File: src/verilog/evt_consts.vh
// Register offsets, field positions, mode codes and reset values of the event detector
`ifndef EVT_CONSTS_VH
`define EVT_CONSTS_VH

`define A_CTRL 8'h00
`define A_SEL 8'h04
`define A_SEQ 8'h08
`define A_SUB_LO 8'h0C
`define A_SUB_HI 8'h10
`define A_EV_IDX 8'h14
`define A_EV_CFG 8'h18
`define A_EV_LO 8'h1C
`define A_EV_HI 8'h20
`define A_HITS 8'h24
`define A_STAT 8'h28
`define A_INT_ST 8'h2C
`define A_INT_MASK 8'h30
`define A_TRANS 8'h34

`define CTRL_ARM 0
`define CTRL_MODE_LO 1
`define CTRL_FINAL_LO 4
`define CTRL_HALT 7
`define CTRL_TRACE 8
`define CTRL_PERF 9
`define CTRL_W 10
`define CTRL_RST 10'h000

`define MODE_OR 3'h0
`define MODE_ACC 3'h1
`define MODE_SIM 3'h2
`define MODE_SUB 3'h3
`define MODE_SEQ 3'h4
`define MODE_FSM 3'h5

`define CFG_TYPE_LO 0
`define CFG_RANGE 2
`define CFG_RD 3
`define CFG_WR 4
`define CFG_IRQ_IN 5
`define CFG_IRQ_OUT 6
`define CFG_TRIG_LVL 7
`define CFG_EN 8
`define CFG_W 9

`define TYPE_FETCH 2'h0
`define TYPE_DATA 2'h1
`define TYPE_IRQ 2'h2
`define TYPE_TRIG 2'h3

`define TR_STATE_LO 0
`define TR_EV_LO 3
`define TR_NEXT_LO 7
`define TR_EN 10
`define TR_W 8

`define INT_COND 0
`define INT_HIT 1
`define INT_W 2

`endif

File: src/verilog/event_match.v
// One event comparator: fetch, data access, interrupt or trigger match, registered hit
`timescale 1ns/100ps
`include "evt_consts.vh"
module event_match #(
  parameter AW = 24
) (
  input wire clk_sys,
  input wire rst_n,
  input wire armed,
  input wire [`CFG_W-1:0] cfg,
  input wire [AW-1:0] lo,
  input wire [AW-1:0] hi,
  input wire exec_valid,
  input wire [AW-1:0] exec_addr,
  input wire bus_valid,
  input wire bus_write,
  input wire [AW-1:0] bus_addr,
  input wire irq_enter,
  input wire irq_return,
  input wire trig_level,
  output reg hit_q
);
  wire [1:0] typ = cfg[`CFG_TYPE_LO+1:`CFG_TYPE_LO];
  wire in_rng = (bus_addr >= lo) && (bus_addr <= hi);
  wire addr_ok = cfg[`CFG_RANGE] ? in_rng : (bus_addr == lo);
  wire dir_ok = bus_write ? cfg[`CFG_WR] : cfg[`CFG_RD];
  reg hit_d;

  always @*
  begin
    case (typ)
      // Only executed instructions count, prefetch traffic never reaches exec_valid
      `TYPE_FETCH: hit_d = exec_valid && (exec_addr == lo);
      `TYPE_DATA: hit_d = bus_valid && addr_ok && dir_ok;
      `TYPE_IRQ: hit_d = (irq_enter && cfg[`CFG_IRQ_IN]) ||
                         (irq_return && cfg[`CFG_IRQ_OUT]);
      `TYPE_TRIG: hit_d = (trig_level == cfg[`CFG_TRIG_LVL]);
      default: hit_d = 1'b0;
    endcase
  end

  always @(posedge clk_sys or negedge rst_n)
  begin
    if (!rst_n)
      hit_q <= 1'b0;
    else
      hit_q <= armed && cfg[`CFG_EN] && hit_d;
  end
endmodule

File: src/verilog/trans_mem.v
// State transition table with one write port and a registered read port
`timescale 1ns/100ps
`include "evt_consts.vh"
module trans_mem #(
  parameter DEPTH = 8,
  parameter AW = 3
) (
  input wire clk_sys,
  input wire rst_n,
  input wire we,
  input wire [AW-1:0] waddr,
  input wire [`TR_W-1:0] wdata,
  input wire [AW-1:0] raddr,
  output reg [`TR_W-1:0] rdata_q
);
  reg [`TR_W-1:0] mem_q [0:DEPTH-1];
  integer i;

  always @(posedge clk_sys or negedge rst_n)
  begin
    if (!rst_n)
    begin
      for (i = 0; i < DEPTH; i = i + 1)
        mem_q[i] <= {`TR_W{1'b0}};
      rdata_q <= {`TR_W{1'b0}};
    end
    else
    begin
      if (we)
        mem_q[waddr] <= wdata;
      rdata_q <= mem_q[raddr];
    end
  end
endmodule

File: src/verilog/event_detector.v
// Event detection and combination with APB register access and interrupt
//
// Functional notes
// - Sixteen comparators, all armed together, any address
// - Combined condition drives halt, trace, performance outputs
// - Fetch event fires on executed programmed address
// - Prefetched but discarded fetches never match
// - Data event: address or range plus qualifiers
// - Interrupt event on entry and on return
// - Trigger event while sampled input matches level
// - Exactly one combination mode active at once
// - OR: any selected event fires
// - Accumulating AND: all selected seen, any order
// - Simultaneous AND: all selected in one cycle
// - Subroutine: selected event inside execution range
// - Sequential: events in programmed order, stepwise
// - State transitions: reach programmed final state
//
// Added by the designer: the APB slave port and the register offsets.
`timescale 1ns/100ps
`include "evt_consts.vh"
module event_detector #(
  parameter AW = 24,
  parameter NEV = 16,
  parameter NST = 8
) (
  input wire clk_sys,
  input wire resetn,
  input wire psel,
  input wire penable,
  input wire pwrite,
  input wire [7:0] paddr,
  input wire [31:0] pwdata,
  output reg [31:0] prdata_q,
  output reg pready_q,
  output reg pslverr_q,
  input wire exec_valid,
  input wire [AW-1:0] exec_addr,
  input wire bus_valid,
  input wire bus_write,
  input wire [AW-1:0] bus_addr,
  input wire irq_enter,
  input wire irq_return,
  input wire trig_in,
  output reg halt_q,
  output reg trace_q,
  output reg perf_q,
  output reg cond_q,
  output reg irq_q
);
  reg rst_s1_q;
  reg rst_n_q;
  reg trig_s1_q;
  reg trig_s2_q;
  reg [`CTRL_W-1:0] ctrl_q;
  reg [NEV-1:0] sel_q;
  reg [17:0] seq_q;
  reg [AW-1:0] sub_lo_q;
  reg [AW-1:0] sub_hi_q;
  reg [3:0] idx_q;
  reg [`CFG_W-1:0] cfg_q [0:NEV-1];
  reg [AW-1:0] lo_q [0:NEV-1];
  reg [AW-1:0] hi_q [0:NEV-1];
  reg [NEV-1:0] acc_q;
  reg [1:0] step_q;
  reg seq_done_q;
  reg [2:0] state_q;
  reg in_sub_q;
  reg [`INT_W-1:0] int_st_q;
  reg [`INT_W-1:0] int_mask_q;
  reg [31:0] rd_d;
  reg rd_err_d;
  reg cond_d;
  reg [NEV-1:0] acc_d;
  reg [1:0] step_d;
  reg seq_done_d;
  reg [2:0] state_d;
  wire [NEV-1:0] hit;
  wire [`TR_W-1:0] ent;
  integer i;

  wire arm = ctrl_q[`CTRL_ARM];
  wire [2:0] mode = ctrl_q[`CTRL_MODE_LO+2:`CTRL_MODE_LO];
  wire [2:0] final_st = ctrl_q[`CTRL_FINAL_LO+2:`CTRL_FINAL_LO];
  wire acc_phase = psel && penable;
  wire wr = acc_phase && pready_q && pwrite;
  wire ctrl_wr = wr && (paddr == `A_CTRL);
  // Combination state is restarted whenever detection is disarmed or the control register is written
  wire clr = !arm || ctrl_wr;
  wire [NEV-1:0] hm = hit & sel_q;
  wire sel_any = |sel_q;

  function sel_bit;
    input [NEV-1:0] v;
    input [3:0] k;
    begin
      sel_bit = v[k];
    end
  endfunction

  // Reset release through two flops
  always @(posedge clk_sys or negedge resetn)
  begin
    if (!resetn)
    begin
      rst_s1_q <= 1'b0;
      rst_n_q <= 1'b0;
    end
    else
    begin
      rst_s1_q <= 1'b1;
      rst_n_q <= rst_s1_q;
    end
  end

  always @(posedge clk_sys or negedge rst_n_q)
  begin
    if (!rst_n_q)
    begin
      trig_s1_q <= 1'b0;
      trig_s2_q <= 1'b0;
    end
    else
    begin
      trig_s1_q <= trig_in;
      trig_s2_q <= trig_s1_q;
    end
  end

  genvar g;
  generate
    for (g = 0; g < NEV; g = g + 1)
    begin : ev
      event_match #(.AW(AW)) u_match (
        .clk_sys(clk_sys),
        .rst_n(rst_n_q),
        .armed(arm),
        .cfg(cfg_q[g]),
        .lo(lo_q[g]),
        .hi(hi_q[g]),
        .exec_valid(exec_valid),
        .exec_addr(exec_addr),
        .bus_valid(bus_valid),
        .bus_write(bus_write),
        .bus_addr(bus_addr),
        .irq_enter(irq_enter),
        .irq_return(irq_return),
        .trig_level(trig_s2_q),
        .hit_q(hit[g])
      );
    end
  endgenerate

  // Read address is the next state, so the entry always belongs to state_q
  trans_mem #(.DEPTH(NST), .AW(3)) u_trans (
    .clk_sys(clk_sys),
    .rst_n(rst_n_q),
    .we(wr && (paddr == `A_TRANS)),
    .waddr(pwdata[`TR_STATE_LO+2:`TR_STATE_LO]),
    .wdata(pwdata[`TR_EN:`TR_EV_LO]),
    .raddr(state_d),
    .rdata_q(ent)
  );

  // Combination of the selected hits, or of the hit indexed by the sequence or transition entry, under the one active mode
  always @*
  begin
    acc_d = acc_q;
    step_d = step_q;
    seq_done_d = seq_done_q;
    state_d = state_q;
    cond_d = 1'b0;
    case (mode)
      `MODE_OR: cond_d = |hm;
      `MODE_ACC:
      begin
        acc_d = acc_q | hm;
        cond_d = sel_any && ((acc_d & sel_q) == sel_q);
      end
      `MODE_SIM: cond_d = sel_any && (hm == sel_q);
      `MODE_SUB: cond_d = in_sub_q && (|hm);
      `MODE_SEQ:
      begin
        if (!seq_done_q && sel_bit(hit, seq_q[step_q*4 +: 4]))
        begin
          if (step_q == seq_q[17:16])
            seq_done_d = 1'b1;
          else
            step_d = step_q + 2'd1;
        end
        cond_d = seq_done_d;
      end
      `MODE_FSM:
      begin
        if (ent[`TR_W-1] && sel_bit(hit, ent[3:0]))
          state_d = ent[6:4];
        cond_d = (state_d == final_st);
      end
      default: cond_d = 1'b0;
    endcase
    if (clr)
    begin
      acc_d = {NEV{1'b0}};
      step_d = 2'd0;
      seq_done_d = 1'b0;
      state_d = 3'd0;
      cond_d = 1'b0;
    end
  end

  always @(posedge clk_sys or negedge rst_n_q)
  begin
    if (!rst_n_q)
    begin
      acc_q <= {NEV{1'b0}};
      step_q <= 2'd0;
      seq_done_q <= 1'b0;
      state_q <= 3'd0;
      in_sub_q <= 1'b0;
      cond_q <= 1'b0;
      halt_q <= 1'b0;
      trace_q <= 1'b0;
      perf_q <= 1'b0;
    end
    else
    begin
      acc_q <= acc_d;
      step_q <= step_d;
      seq_done_q <= seq_done_d;
      state_q <= state_d;
      if (exec_valid)
        in_sub_q <= (exec_addr >= sub_lo_q) && (exec_addr <= sub_hi_q);
      cond_q <= cond_d;
      halt_q <= cond_d && ctrl_q[`CTRL_HALT];
      trace_q <= cond_d && ctrl_q[`CTRL_TRACE];
      perf_q <= cond_d && ctrl_q[`CTRL_PERF];
    end
  end

  // Register read mux
  always @*
  begin
    rd_d = 32'h00000000;
    rd_err_d = 1'b0;
    case (paddr)
      `A_CTRL: rd_d[`CTRL_W-1:0] = ctrl_q;
      `A_SEL: rd_d[NEV-1:0] = sel_q;
      `A_SEQ: rd_d[17:0] = seq_q;
      `A_SUB_LO: rd_d[AW-1:0] = sub_lo_q;
      `A_SUB_HI: rd_d[AW-1:0] = sub_hi_q;
      `A_EV_IDX: rd_d[3:0] = idx_q;
      `A_EV_CFG: rd_d[`CFG_W-1:0] = cfg_q[idx_q];
      `A_EV_LO: rd_d[AW-1:0] = lo_q[idx_q];
      `A_EV_HI: rd_d[AW-1:0] = hi_q[idx_q];
      `A_HITS: rd_d[NEV-1:0] = (mode == `MODE_ACC) ? acc_q : hit;
      `A_STAT: rd_d[7:0] = {seq_done_q, step_q, state_q, in_sub_q, cond_q};
      `A_INT_ST: rd_d[`INT_W-1:0] = int_st_q;
      `A_INT_MASK: rd_d[`INT_W-1:0] = int_mask_q;
      `A_TRANS: rd_d = 32'h00000000;
      default: rd_err_d = 1'b1;
    endcase
  end

  // APB slave: one wait state, answer on the second access cycle
  always @(posedge clk_sys or negedge rst_n_q)
  begin
    if (!rst_n_q)
    begin
      pready_q <= 1'b0;
      pslverr_q <= 1'b0;
      prdata_q <= 32'h00000000;
      ctrl_q <= `CTRL_RST;
      sel_q <= {NEV{1'b0}};
      seq_q <= 18'h00000;
      sub_lo_q <= {AW{1'b0}};
      sub_hi_q <= {AW{1'b0}};
      idx_q <= 4'h0;
      int_mask_q <= {`INT_W{1'b0}};
      for (i = 0; i < NEV; i = i + 1)
      begin
        cfg_q[i] <= {`CFG_W{1'b0}};
        lo_q[i] <= {AW{1'b0}};
        hi_q[i] <= {AW{1'b0}};
      end
    end
    else
    begin
      pready_q <= acc_phase && !pready_q;
      // Error flag stands only with the ready pulse
      pslverr_q <= acc_phase && !pready_q && rd_err_d;
      if (acc_phase && !pready_q)
        prdata_q <= pwrite ? 32'h00000000 : rd_d;
      if (wr)
      begin
        case (paddr)
          `A_CTRL: ctrl_q <= pwdata[`CTRL_W-1:0];
          `A_SEL: sel_q <= pwdata[NEV-1:0];
          `A_SEQ: seq_q <= pwdata[17:0];
          `A_SUB_LO: sub_lo_q <= pwdata[AW-1:0];
          `A_SUB_HI: sub_hi_q <= pwdata[AW-1:0];
          `A_EV_IDX: idx_q <= pwdata[3:0];
          `A_EV_CFG: cfg_q[idx_q] <= pwdata[`CFG_W-1:0];
          `A_EV_LO: lo_q[idx_q] <= pwdata[AW-1:0];
          `A_EV_HI: hi_q[idx_q] <= pwdata[AW-1:0];
          `A_INT_MASK: int_mask_q <= pwdata[`INT_W-1:0];
          default: idx_q <= idx_q;
        endcase
      end
    end
  end

  // Sticky interrupt status; a new event wins over a write-one clear
  always @(posedge clk_sys or negedge rst_n_q)
  begin
    if (!rst_n_q)
    begin
      int_st_q <= {`INT_W{1'b0}};
      irq_q <= 1'b0;
    end
    else
    begin
      if (wr && (paddr == `A_INT_ST))
        int_st_q <= (int_st_q & ~pwdata[`INT_W-1:0]) | {|hm, cond_d && !cond_q};
      else
        int_st_q <= int_st_q | {|hm, cond_d && !cond_q};
      irq_q <= |(int_st_q & int_mask_q);
    end
  end
endmodule

File: config.mk
export PLATFORM = sky130hd
export DESIGN_NAME = event_detector
export DESIGN_NICKNAME = d
export VERILOG_FILES = /design/src/verilog/event_match.v /design/src/verilog/trans_mem.v /design/src/verilog/event_detector.v
export VERILOG_INCLUDE_DIRS = /design/src /design/src/verilog
export SDC_FILE = /design/constraint.sdc
export NUM_CORES = 2
export LEC_CHECK = 0
export ABC_CLOCK_PERIOD_IN_PS = 48200
export BUFFER_PORTS_ARGS = -buffer_cell sky130_fd_sc_hd__buf_2
export CAP_MARGIN = 10
export CORE_MARGIN = 1
export CORE_UTILIZATION = 40
export DETAILED_ROUTE_END_ITERATION = 8
export GPL_TIMING_DRIVEN = 0
export PLACE_DENSITY_LB_ADDON = 0.15
export SYNTH_ARGS = -nofsm -noshare
export SYNTH_HDL_FRONTEND = slang
export SYNTH_SLANG_ARGS = --single-unit
export TNS_END_PERCENT = 5
File: constraint.sdc
create_clock -name clk_sys -period 48.2 [get_ports clk_sys]
set_input_delay 7.23 -clock clk_sys [delete_from_list [all_inputs] [get_ports clk_sys]]
set_output_delay 7.23 -clock clk_sys [all_outputs]
set_load 0.01 [all_outputs]
Word-level counts from Yosys, hierarchy flattened
Cells that the tools add are included.
Storage, ports and cells
  register bits: 1166
  input port bits: 99
  output and inout port bits: 39
  word-level logic and storage cells: 578
Operators by class
  add/sub/neg operators: 1
  order comparisons: 41
  eq/ne operators: 119
  shifts and indexed selects: 1
  mux-type cells: 102
  bitwise logic cells: 11
  reductions and logical operators: 205
Operator list (count)
  384-bit bitwise mux: 2
  24-bit equality test: 32
  24-bit greater-or-equal comparator: 17
  24-bit less-or-equal comparator: 17
  24-bit binary-select mux with 4-bit select: 2
  1-bit logical AND: 148
  144-bit bitwise mux: 1
  24-bit 2-to-1 mux: 6
  24-bit demux with 4-bit select: 1
  64-bit bitwise mux: 1
  2-bit equality test, second input constant: 32
  1-bit case mux with 4 select lines: 16
  8-bit by 6-bit equality test with 1-bit output, second input constant: 6
  16-bit 2-to-1 mux: 3
  6-bit case mux with 7 select lines: 1
  1-bit 2-to-1 mux: 40
  4-bit case mux with 10 select lines: 1
  9-bit binary-select mux with 4-bit select: 1
  9-bit demux with 4-bit select: 1
  16-bit AND: 2
  16-bit equality test: 2
  2-bit by 1-bit equality test with 1-bit output, second input constant: 16
  8-bit by 5-bit equality test with 1-bit output, second input constant: 4
  2-bit logical NOT: 16
  46 further kinds: 112

Longest topological paths before layout
  depth in word-level cells: 11
  gate-level depth with buffers: 12
  gate-level depth less buffers: 10

Cells and area by module
From an unflattened synthesis, not the netlist that was laid out.
Second synthesis, totals
  cell total of the unflattened synthesis: 6985
  area, all modules: 78589.1 µm²
By module, submodules not included
  event_detector: instances 1, cells an instance 3406, area each 50151.8 µm², sequential area each 26775.7 µm²
  event_match (ev[0].u_match ...): instances 13, cells an instance 212, area each 1576.5 µm², sequential area each 25.0 µm²
  trans_mem: instances 1, cells an instance 180, area each 3193.1 µm², sequential area each 1801.7 µm²
  event_match (ev[8].u_match ...): instances 2, cells an instance 215, area each 1590.3 µm², sequential area each 25.0 µm²
  event_match (ev[7].u_match): instances 1, cells an instance 213, area each 1569.0 µm², sequential area each 25.0 µm²

Worst setup path after synthesis
No wires, ideal clock.
  path type: input -> register
  start point: in exec_addr[0]
  end point: reg in_sub_q
  setup time: 0.099 ns
  arrival time: 9.478 ns
  path slack: 38.623 ns
  stages: 12
  path through: clkbuf_1 -> clkbuf_1 -> inv_1 -> ha_1 -> nand2b_1 -> a21o_1 -> a21oi_1 -> o21ai_0 -> nor4b_1 -> o31ai_1 -> a21o_1 -> a311oi_1
Between the ends
  longest elaborated chain between the ends: 2
  elaborated cells on any way between the ends: 3
Ends and longest elaborated chain
  start: declaration: RTL line event_detector.v:38  | input wire [AW-1:0] exec_addr,
  24-bit greater-or-equal comparator or 24-bit less-or-equal comparator (tied branches): RTL line event_detector.v:232  | in_sub_q <= (exec_addr >= sub_lo_q) && (exec_addr <= sub_hi_q);
  1-bit logical AND *: RTL line event_detector.v:232
  end signal: assignment: RTL line event_detector.v:232
  end: declaration: RTL line event_detector.v:68  | reg in_sub_q;
Every way passes the cells marked *; elsewhere a longest branch is shown, timed or not.
A chain may end at the register's enable or synchronous reset.

Final worst setup path
  start point: in exec_addr[15]
  end point: reg ev[6].u_match.hit_q
Between the ends
  longest elaborated chain between the ends: 4
Ends and longest elaborated chain
  24-bit equality test: RTL line event_match.v:33  | `TYPE_FETCH: hit_d = exec_valid && (exec_addr == lo);
  1-bit logical AND: RTL line event_match.v:33
  1-bit case mux with 4 select lines: RTL line event_match.v:31  | case (typ)
  1-bit logical AND: RTL line event_match.v:47  | hit_q <= armed && cfg[`CFG_EN] && hit_d;
  end signal: assignment: RTL line event_match.v:47
  end: declaration: RTL line event_match.v:21  | output reg hit_q
Every way passes these cells.

==> impl_metrics.prom <==
# TYPE chip_impl_metric gauge
chip_impl_info{name="outcome",value="finished, violations left"} 1
chip_impl_info{name="violated_checks",value="design-rule violations"} 1
chip_impl_metric{name="power_leakage",unit="nW"} 39.1
chip_impl_metric{name="largest_net_degree_at_the_start_of_global_routing",unit=""} 68
chip_impl_metric{name="post-route-period-util",unit="%"} 22.3
chip_impl_metric{name="drt_pass1_iterations",unit=""} 8
chip_impl_metric{name="power_per_cell_area",unit="nW/um2"} 26.6
chip_impl_info{name="yosys.cell_count.top_type",value="sky130_fd_sc_hd__dfrtp_1"} 1
chip_impl_metric{name="r2r_setup_slack",unit="ns"} 43.15
chip_impl_metric{name="initial_utilization",unit="%"} 40.2
chip_impl_info{name="cts_tree",value="yes"} 1
chip_impl_metric{name="placement.io_buffers",unit=""} 106
chip_impl_metric{name="combinationalPowerShare",unit="%"} 10.0
chip_impl_info{name="cts_root_buf",value="sky130_fd_sc_hd__clkbuf_16"} 1
chip_impl_metric{name="synth_top_area_share",unit="%"} 37.0
chip_impl_metric{name="wirelength",unit="um"} 386000
chip_impl_metric{name="power.internal",unit="W"} 0.00170
chip_impl_metric{name="total_congestion_overflow_after_global_routing",unit=""} 0
chip_impl_metric{name="die_height",unit="um"} 445
chip_impl_metric{name="slew_viol_final",unit=""} 0
chip_impl_metric{name="vias",unit=""} 63600
chip_impl_metric{name="design.core.area",unit="um2"} 195000
chip_impl_metric{name="netlist_instances",unit=""} 7074
chip_impl_info{name="primary_flip_flop_cell_chosen_by_synthesis_mapping",value="sky130_fd_sc_hd__dfrtp_1"} 1
chip_impl_metric{name="gr-usage-all-layers",unit="%"} 38.7
chip_impl_metric{name="async_flop_share",unit="%"} 100
chip_impl_info{name="worst_setup_path_start_kind",value="input pin"} 1
chip_impl_metric{name="remaining_drc_errors",unit=""} 3
chip_impl_info{name="r2r_startpoint",value="idx_q[1]"} 1
chip_impl_info{name="timing.hold.worst.class",value="flop to asynchronous set/reset pin"} 1
chip_impl_info{name="critPathCaptureType",value="flop"} 1
chip_impl_metric{name="post_cts_resize_count",unit=""} 0
chip_impl_metric{name="cts.sink_count",unit=""} 1158
chip_impl_metric{name="pin_count",unit=""} 138
chip_impl_metric{name="dpl_ws",unit="ns"} 36.92
chip_impl_info{name="crit_type",value="input pin to flop"} 1
chip_impl_info{name="rsz_0062_raised_after_global_routing",value="false"} 1
chip_impl_metric{name="switchingPower",unit="W"} 0.000659
chip_impl_metric{name="postLayoutCellArea",unit="um2"} 88500
chip_impl_metric{name="worst_skew_pair.late_latency",unit="ns"} 0.84
chip_impl_metric{name="drt-initial-drc-count",unit=""} 6943
chip_impl_metric{name="grt_first_pass_wirelength",unit="um"} 521000
chip_impl_metric{name="ys_seq_area_share",unit="%"} 37.0
chip_impl_metric{name="cts_made_buffers",unit=""} 145
chip_impl_metric{name="clockBufferDepth",unit=""} 3
chip_impl_metric{name="core_rows",unit=""} 162
chip_impl_metric{name="layout.nets",unit=""} 8309
chip_impl_metric{name="drive_above_1_share",unit="%"} 23.9
chip_impl_metric{name="setup-violations-final",unit=""} 0
chip_impl_metric{name="tightestPinTransition",unit="ns"} 1.46
chip_impl_metric{name="path_max_fanout",unit=""} 10
chip_impl_metric{name="clock.fmax",unit="MHz"} 93.0
chip_impl_info{name="critical_register_to_register_path_endpoint",value="hi_q[21]"} 1
chip_impl_metric{name="dp_hpwl",unit="um"} 306000
chip_impl_metric{name="cts.reportedPaths.clkPinSlew",unit="ns"} 0.06
chip_impl_metric{name="avgSynthCellArea",unit="um2"} 11.1
chip_impl_metric{name="ys_seq_elements",unit=""} 1158
chip_impl_metric{name="crit_required",unit="ns"} 48.92
chip_impl_metric{name="post_drt_via_cell_ratio",unit=""} 6.26
chip_impl_metric{name="multi_input_area",unit="um2"} 44800
chip_impl_metric{name="relative_contribution_of_the_clock_network_to_total_power",unit="%"} 48.6
chip_impl_metric{name="finalWorstPathRequiredPeriod",unit="ns"} 10.75
chip_impl_metric{name="final-hold-violation-count",unit=""} 0
chip_impl_metric{name="wl_per_cell",unit="um"} 38.1
chip_impl_metric{name="post_synth_instance_area",unit="um2"} 78300
chip_impl_info{name="synth_largest_area_cell",value="sky130_fd_sc_hd__dfrtp_1"} 1
chip_impl_metric{name="yosys_warnings",unit=""} 0
chip_impl_metric{name="synth-edff-count",unit=""} 0
chip_impl_metric{name="num-fill-cells",unit=""} 18500
chip_impl_metric{name="antenna_left",unit=""} 0
chip_impl_metric{name="peakVddDrop",unit="mV"} 0.0330
chip_impl_metric{name="initial_antenna_violation_count",unit=""} 38
chip_impl_metric{name="power.share.switching",unit="%"} 28.0
chip_impl_metric{name="r2r.worst_path.cells",unit=""} 9
chip_impl_metric{name="clock_tree.htree_level_count",unit=""} 4
chip_impl_metric{name="areaGrowthSynthToFinish",unit="%"} 12.9
chip_impl_metric{name="seq_power_share",unit="%"} 41.3
chip_impl_metric{name="placed_area",unit="um2"} 83500
chip_impl_info{name="top_post_synthesis_cells_by_area",value="sky130_fd_sc_hd__dfrtp_1, sky130_fd_sc_hd__mux2_2, sky130_fd_sc_hd__ha_1"} 1
chip_impl_metric{name="postCtsHoldBufs",unit=""} 0
chip_impl_metric{name="synth_cell_types",unit=""} 79
chip_impl_metric{name="worst_clock_skew",unit="ns"} 0.0293
chip_impl_metric{name="timing.max_cap.violations",unit=""} 0
chip_impl_metric{name="number_of_global_route_vias_before_repair",unit=""} 62600
chip_impl_metric{name="globalplace.congestion",unit=""} 1.04
chip_impl_info{name="synth_cell_count_leaders",value="sky130_fd_sc_hd__dfrtp_1, sky130_fd_sc_hd__mux2_2, sky130_fd_sc_hd__inv_1, sky130_fd_sc_hd__ha_1, sky130_fd_sc_hd__nand2_1"} 1
chip_impl_metric{name="dieWidth",unit="um"} 445
chip_impl_metric{name="worst_ep_arrival_time",unit="ns"} 11.47
chip_impl_metric{name="worst_slack",unit="ns"} 37.45
chip_impl_metric{name="area.sequential",unit="um2"} 29000
chip_impl_metric{name="slew_headroom",unit="%"} 2.36
chip_impl_metric{name="die_area",unit="um2"} 198000
chip_impl_metric{name="postCtsSetupRepairBufs",unit=""} 0
-- layout make-up --
cell class | count | area share (%)
clock inverter | 51 | 0.738
tap | 2624 | 3.71
inverter | 831 | 3.53
timing repair buffer | 166 | 2.04
sequential | 1158 | 32.8
antenna | 17 | 0.0481
clock buffer | 211 | 4.78
multi-input combinational | 4724 | 50.6
buffer | 368 | 1.75
-- logic make-up (layout without fill, tap and decap cells) --
kind of cell	count (synthesis)	in the layout	share of synthesized area, %
multiplexers	1349	1349	23.5
other	2	26	0.00959
AND/OR/NAND/NOR	1042	1042	6.79
XOR/XNOR	405	405	4.53
adder cells (fa/ha/maj)	816	816	13.0
buffers and inverters	1199	1627	5.91
flip-flops	1158	1158	37.0
AO/OA/AOI/OAI	1103	1103	9.26
-- worst max-delay path by stage --
stage	start	endpoint	slack (ns)	depth (start not counted)
after floorplan	rst_n_q	acc_q[0]	13.53	0
after global placement	rst_n_q	prdata_q[20]	-2.76	0
after detailed placement	bus_addr[21]	ev[2].u_match.hit_q	36.92	10
after CTS	bus_addr[21]	ev[2].u_match.hit_q	37.79	10
after global routing	exec_addr[15]	ev[6].u_match.hit_q	37.75	7
final	exec_addr[15]	ev[6].u_match.hit_q	37.45	7
-- cells in the final DEF, fill, tap and decap left out, types with 16 or more instances in the layout --
cell type,netlist,layout
sky130_fd_sc_hd__a221oi_1,31,31
sky130_fd_sc_hd__clkbuf_2,2,25
sky130_fd_sc_hd__buf_2,54,166
sky130_fd_sc_hd__nand4_1,241,241
sky130_fd_sc_hd__a21o_1,210,210
sky130_fd_sc_hd__a41oi_1,16,16
sky130_fd_sc_hd__mux2i_1,77,77
sky130_fd_sc_hd__a21oi_1,269,269
sky130_fd_sc_hd__a2111oi_0,34,30
sky130_fd_sc_hd__a22oi_1,47,47
sky130_fd_sc_hd__inv_1,831,830
sky130_fd_sc_hd__clkbuf_8,0,35
sky130_fd_sc_hd__xor2_1,186,186
sky130_fd_sc_hd__buf_16,0,32
sky130_fd_sc_hd__clkbuf_1,273,281
sky130_fd_sc_hd__xnor2_1,219,219
sky130_fd_sc_hd__ha_1,816,816
sky130_fd_sc_hd__dfrtp_1,1158,1157
sky130_fd_sc_hd__clkbuf_16,0,145
sky130_fd_sc_hd__nor2_1,153,151
sky130_fd_sc_hd__a31oi_1,39,39
sky130_fd_sc_hd__a22o_1,18,18
sky130_fd_sc_hd__buf_4,12,25
sky130_fd_sc_hd__o21a_1,37,37
sky130_fd_sc_hd__nand2b_1,35,35
sky130_fd_sc_hd__nand3_1,74,74
sky130_fd_sc_hd__buf_1,25,17
sky130_fd_sc_hd__nor4_1,59,57
sky130_fd_sc_hd__mux2_2,977,977
sky130_fd_sc_hd__nor3_1,78,75
sky130_fd_sc_hd__mux4_2,288,288
sky130_fd_sc_hd__o211ai_1,75,75
sky130_fd_sc_hd__diode_2,0,17
sky130_fd_sc_hd__nor2b_1,37,37
sky130_fd_sc_hd__o21ai_0,226,223
sky130_fd_sc_hd__nand2_1,292,292
sky130_fd_sc_hd__clkinv_2,0,21
-- registers in the layout, summed over array words and instances (netlist names), 18 cells and up --
register	cells
hi_q	384
lo_q	384
cfg_q	144
u_trans.mem_q	64
prdata_q	24
sub_hi_q	24
sub_lo_q	24
seq_q	18
-- routing by layer --
metal	share of wire [%]	wire, um	track usage (%)	up-vias
met2	44	169000	58.6	3123
met5	0.034	132	0	-
li1	-	-	-	26400
met4	8.7	33800	28.5	18
met1	39	152000	48.6	33200
met3	8.3	31900	8.51	905
-- power by group through the flow --
| stage | clock [W] | sequential (W) | combinational, W |
|---|---|---|---|
| after floorplan | 0 | 0.00101 | 0.000101 |
| after global placement | 0 | 0.00102 | 0.000196 |
| final | 0.00115 | 0.000974 | 0.000236 |
| after global routing | 0.00119 | 0.000974 | 0.000251 |
| after detailed placement | 0 | 0.000992 | 0.000231 |
| after CTS | 0.00115 | 0.000974 | 0.000232 |
-- critical path, cell delays in order --
cell,delay (ns)
sky130_fd_sc_hd__buf_2,0.12
sky130_fd_sc_hd__clkbuf_1,0.88
sky130_fd_sc_hd__clkbuf_1,0.86
sky130_fd_sc_hd__xor2_1,0.15
sky130_fd_sc_hd__nor4_1,1.20
sky130_fd_sc_hd__a41oi_1,0.55
sky130_fd_sc_hd__a21oi_1,0.43
-- metrics by stage --
stage / power [W] / setup TNS (ns) / std cells / hold WS [ns] / util [%]
finish: 0.00236 / 0 / 10200 / 0.111 / 45.4
global route: 0.00242 / 0 / 10100 / 0.118 / 45.4
CTS: 0.00236 / 0 / 10100 / 0.114 / 45.4
detailed placement: 0.00122 / 0 / 9870 / 0.108 / 42.9
global placement: 0.00121 / -2853.84 / 9811 / 0.336 / 42.2
floorplan: 0.00111 / 0 / 7081 / 0.331 / -
(Power assumes the default switching activity.)
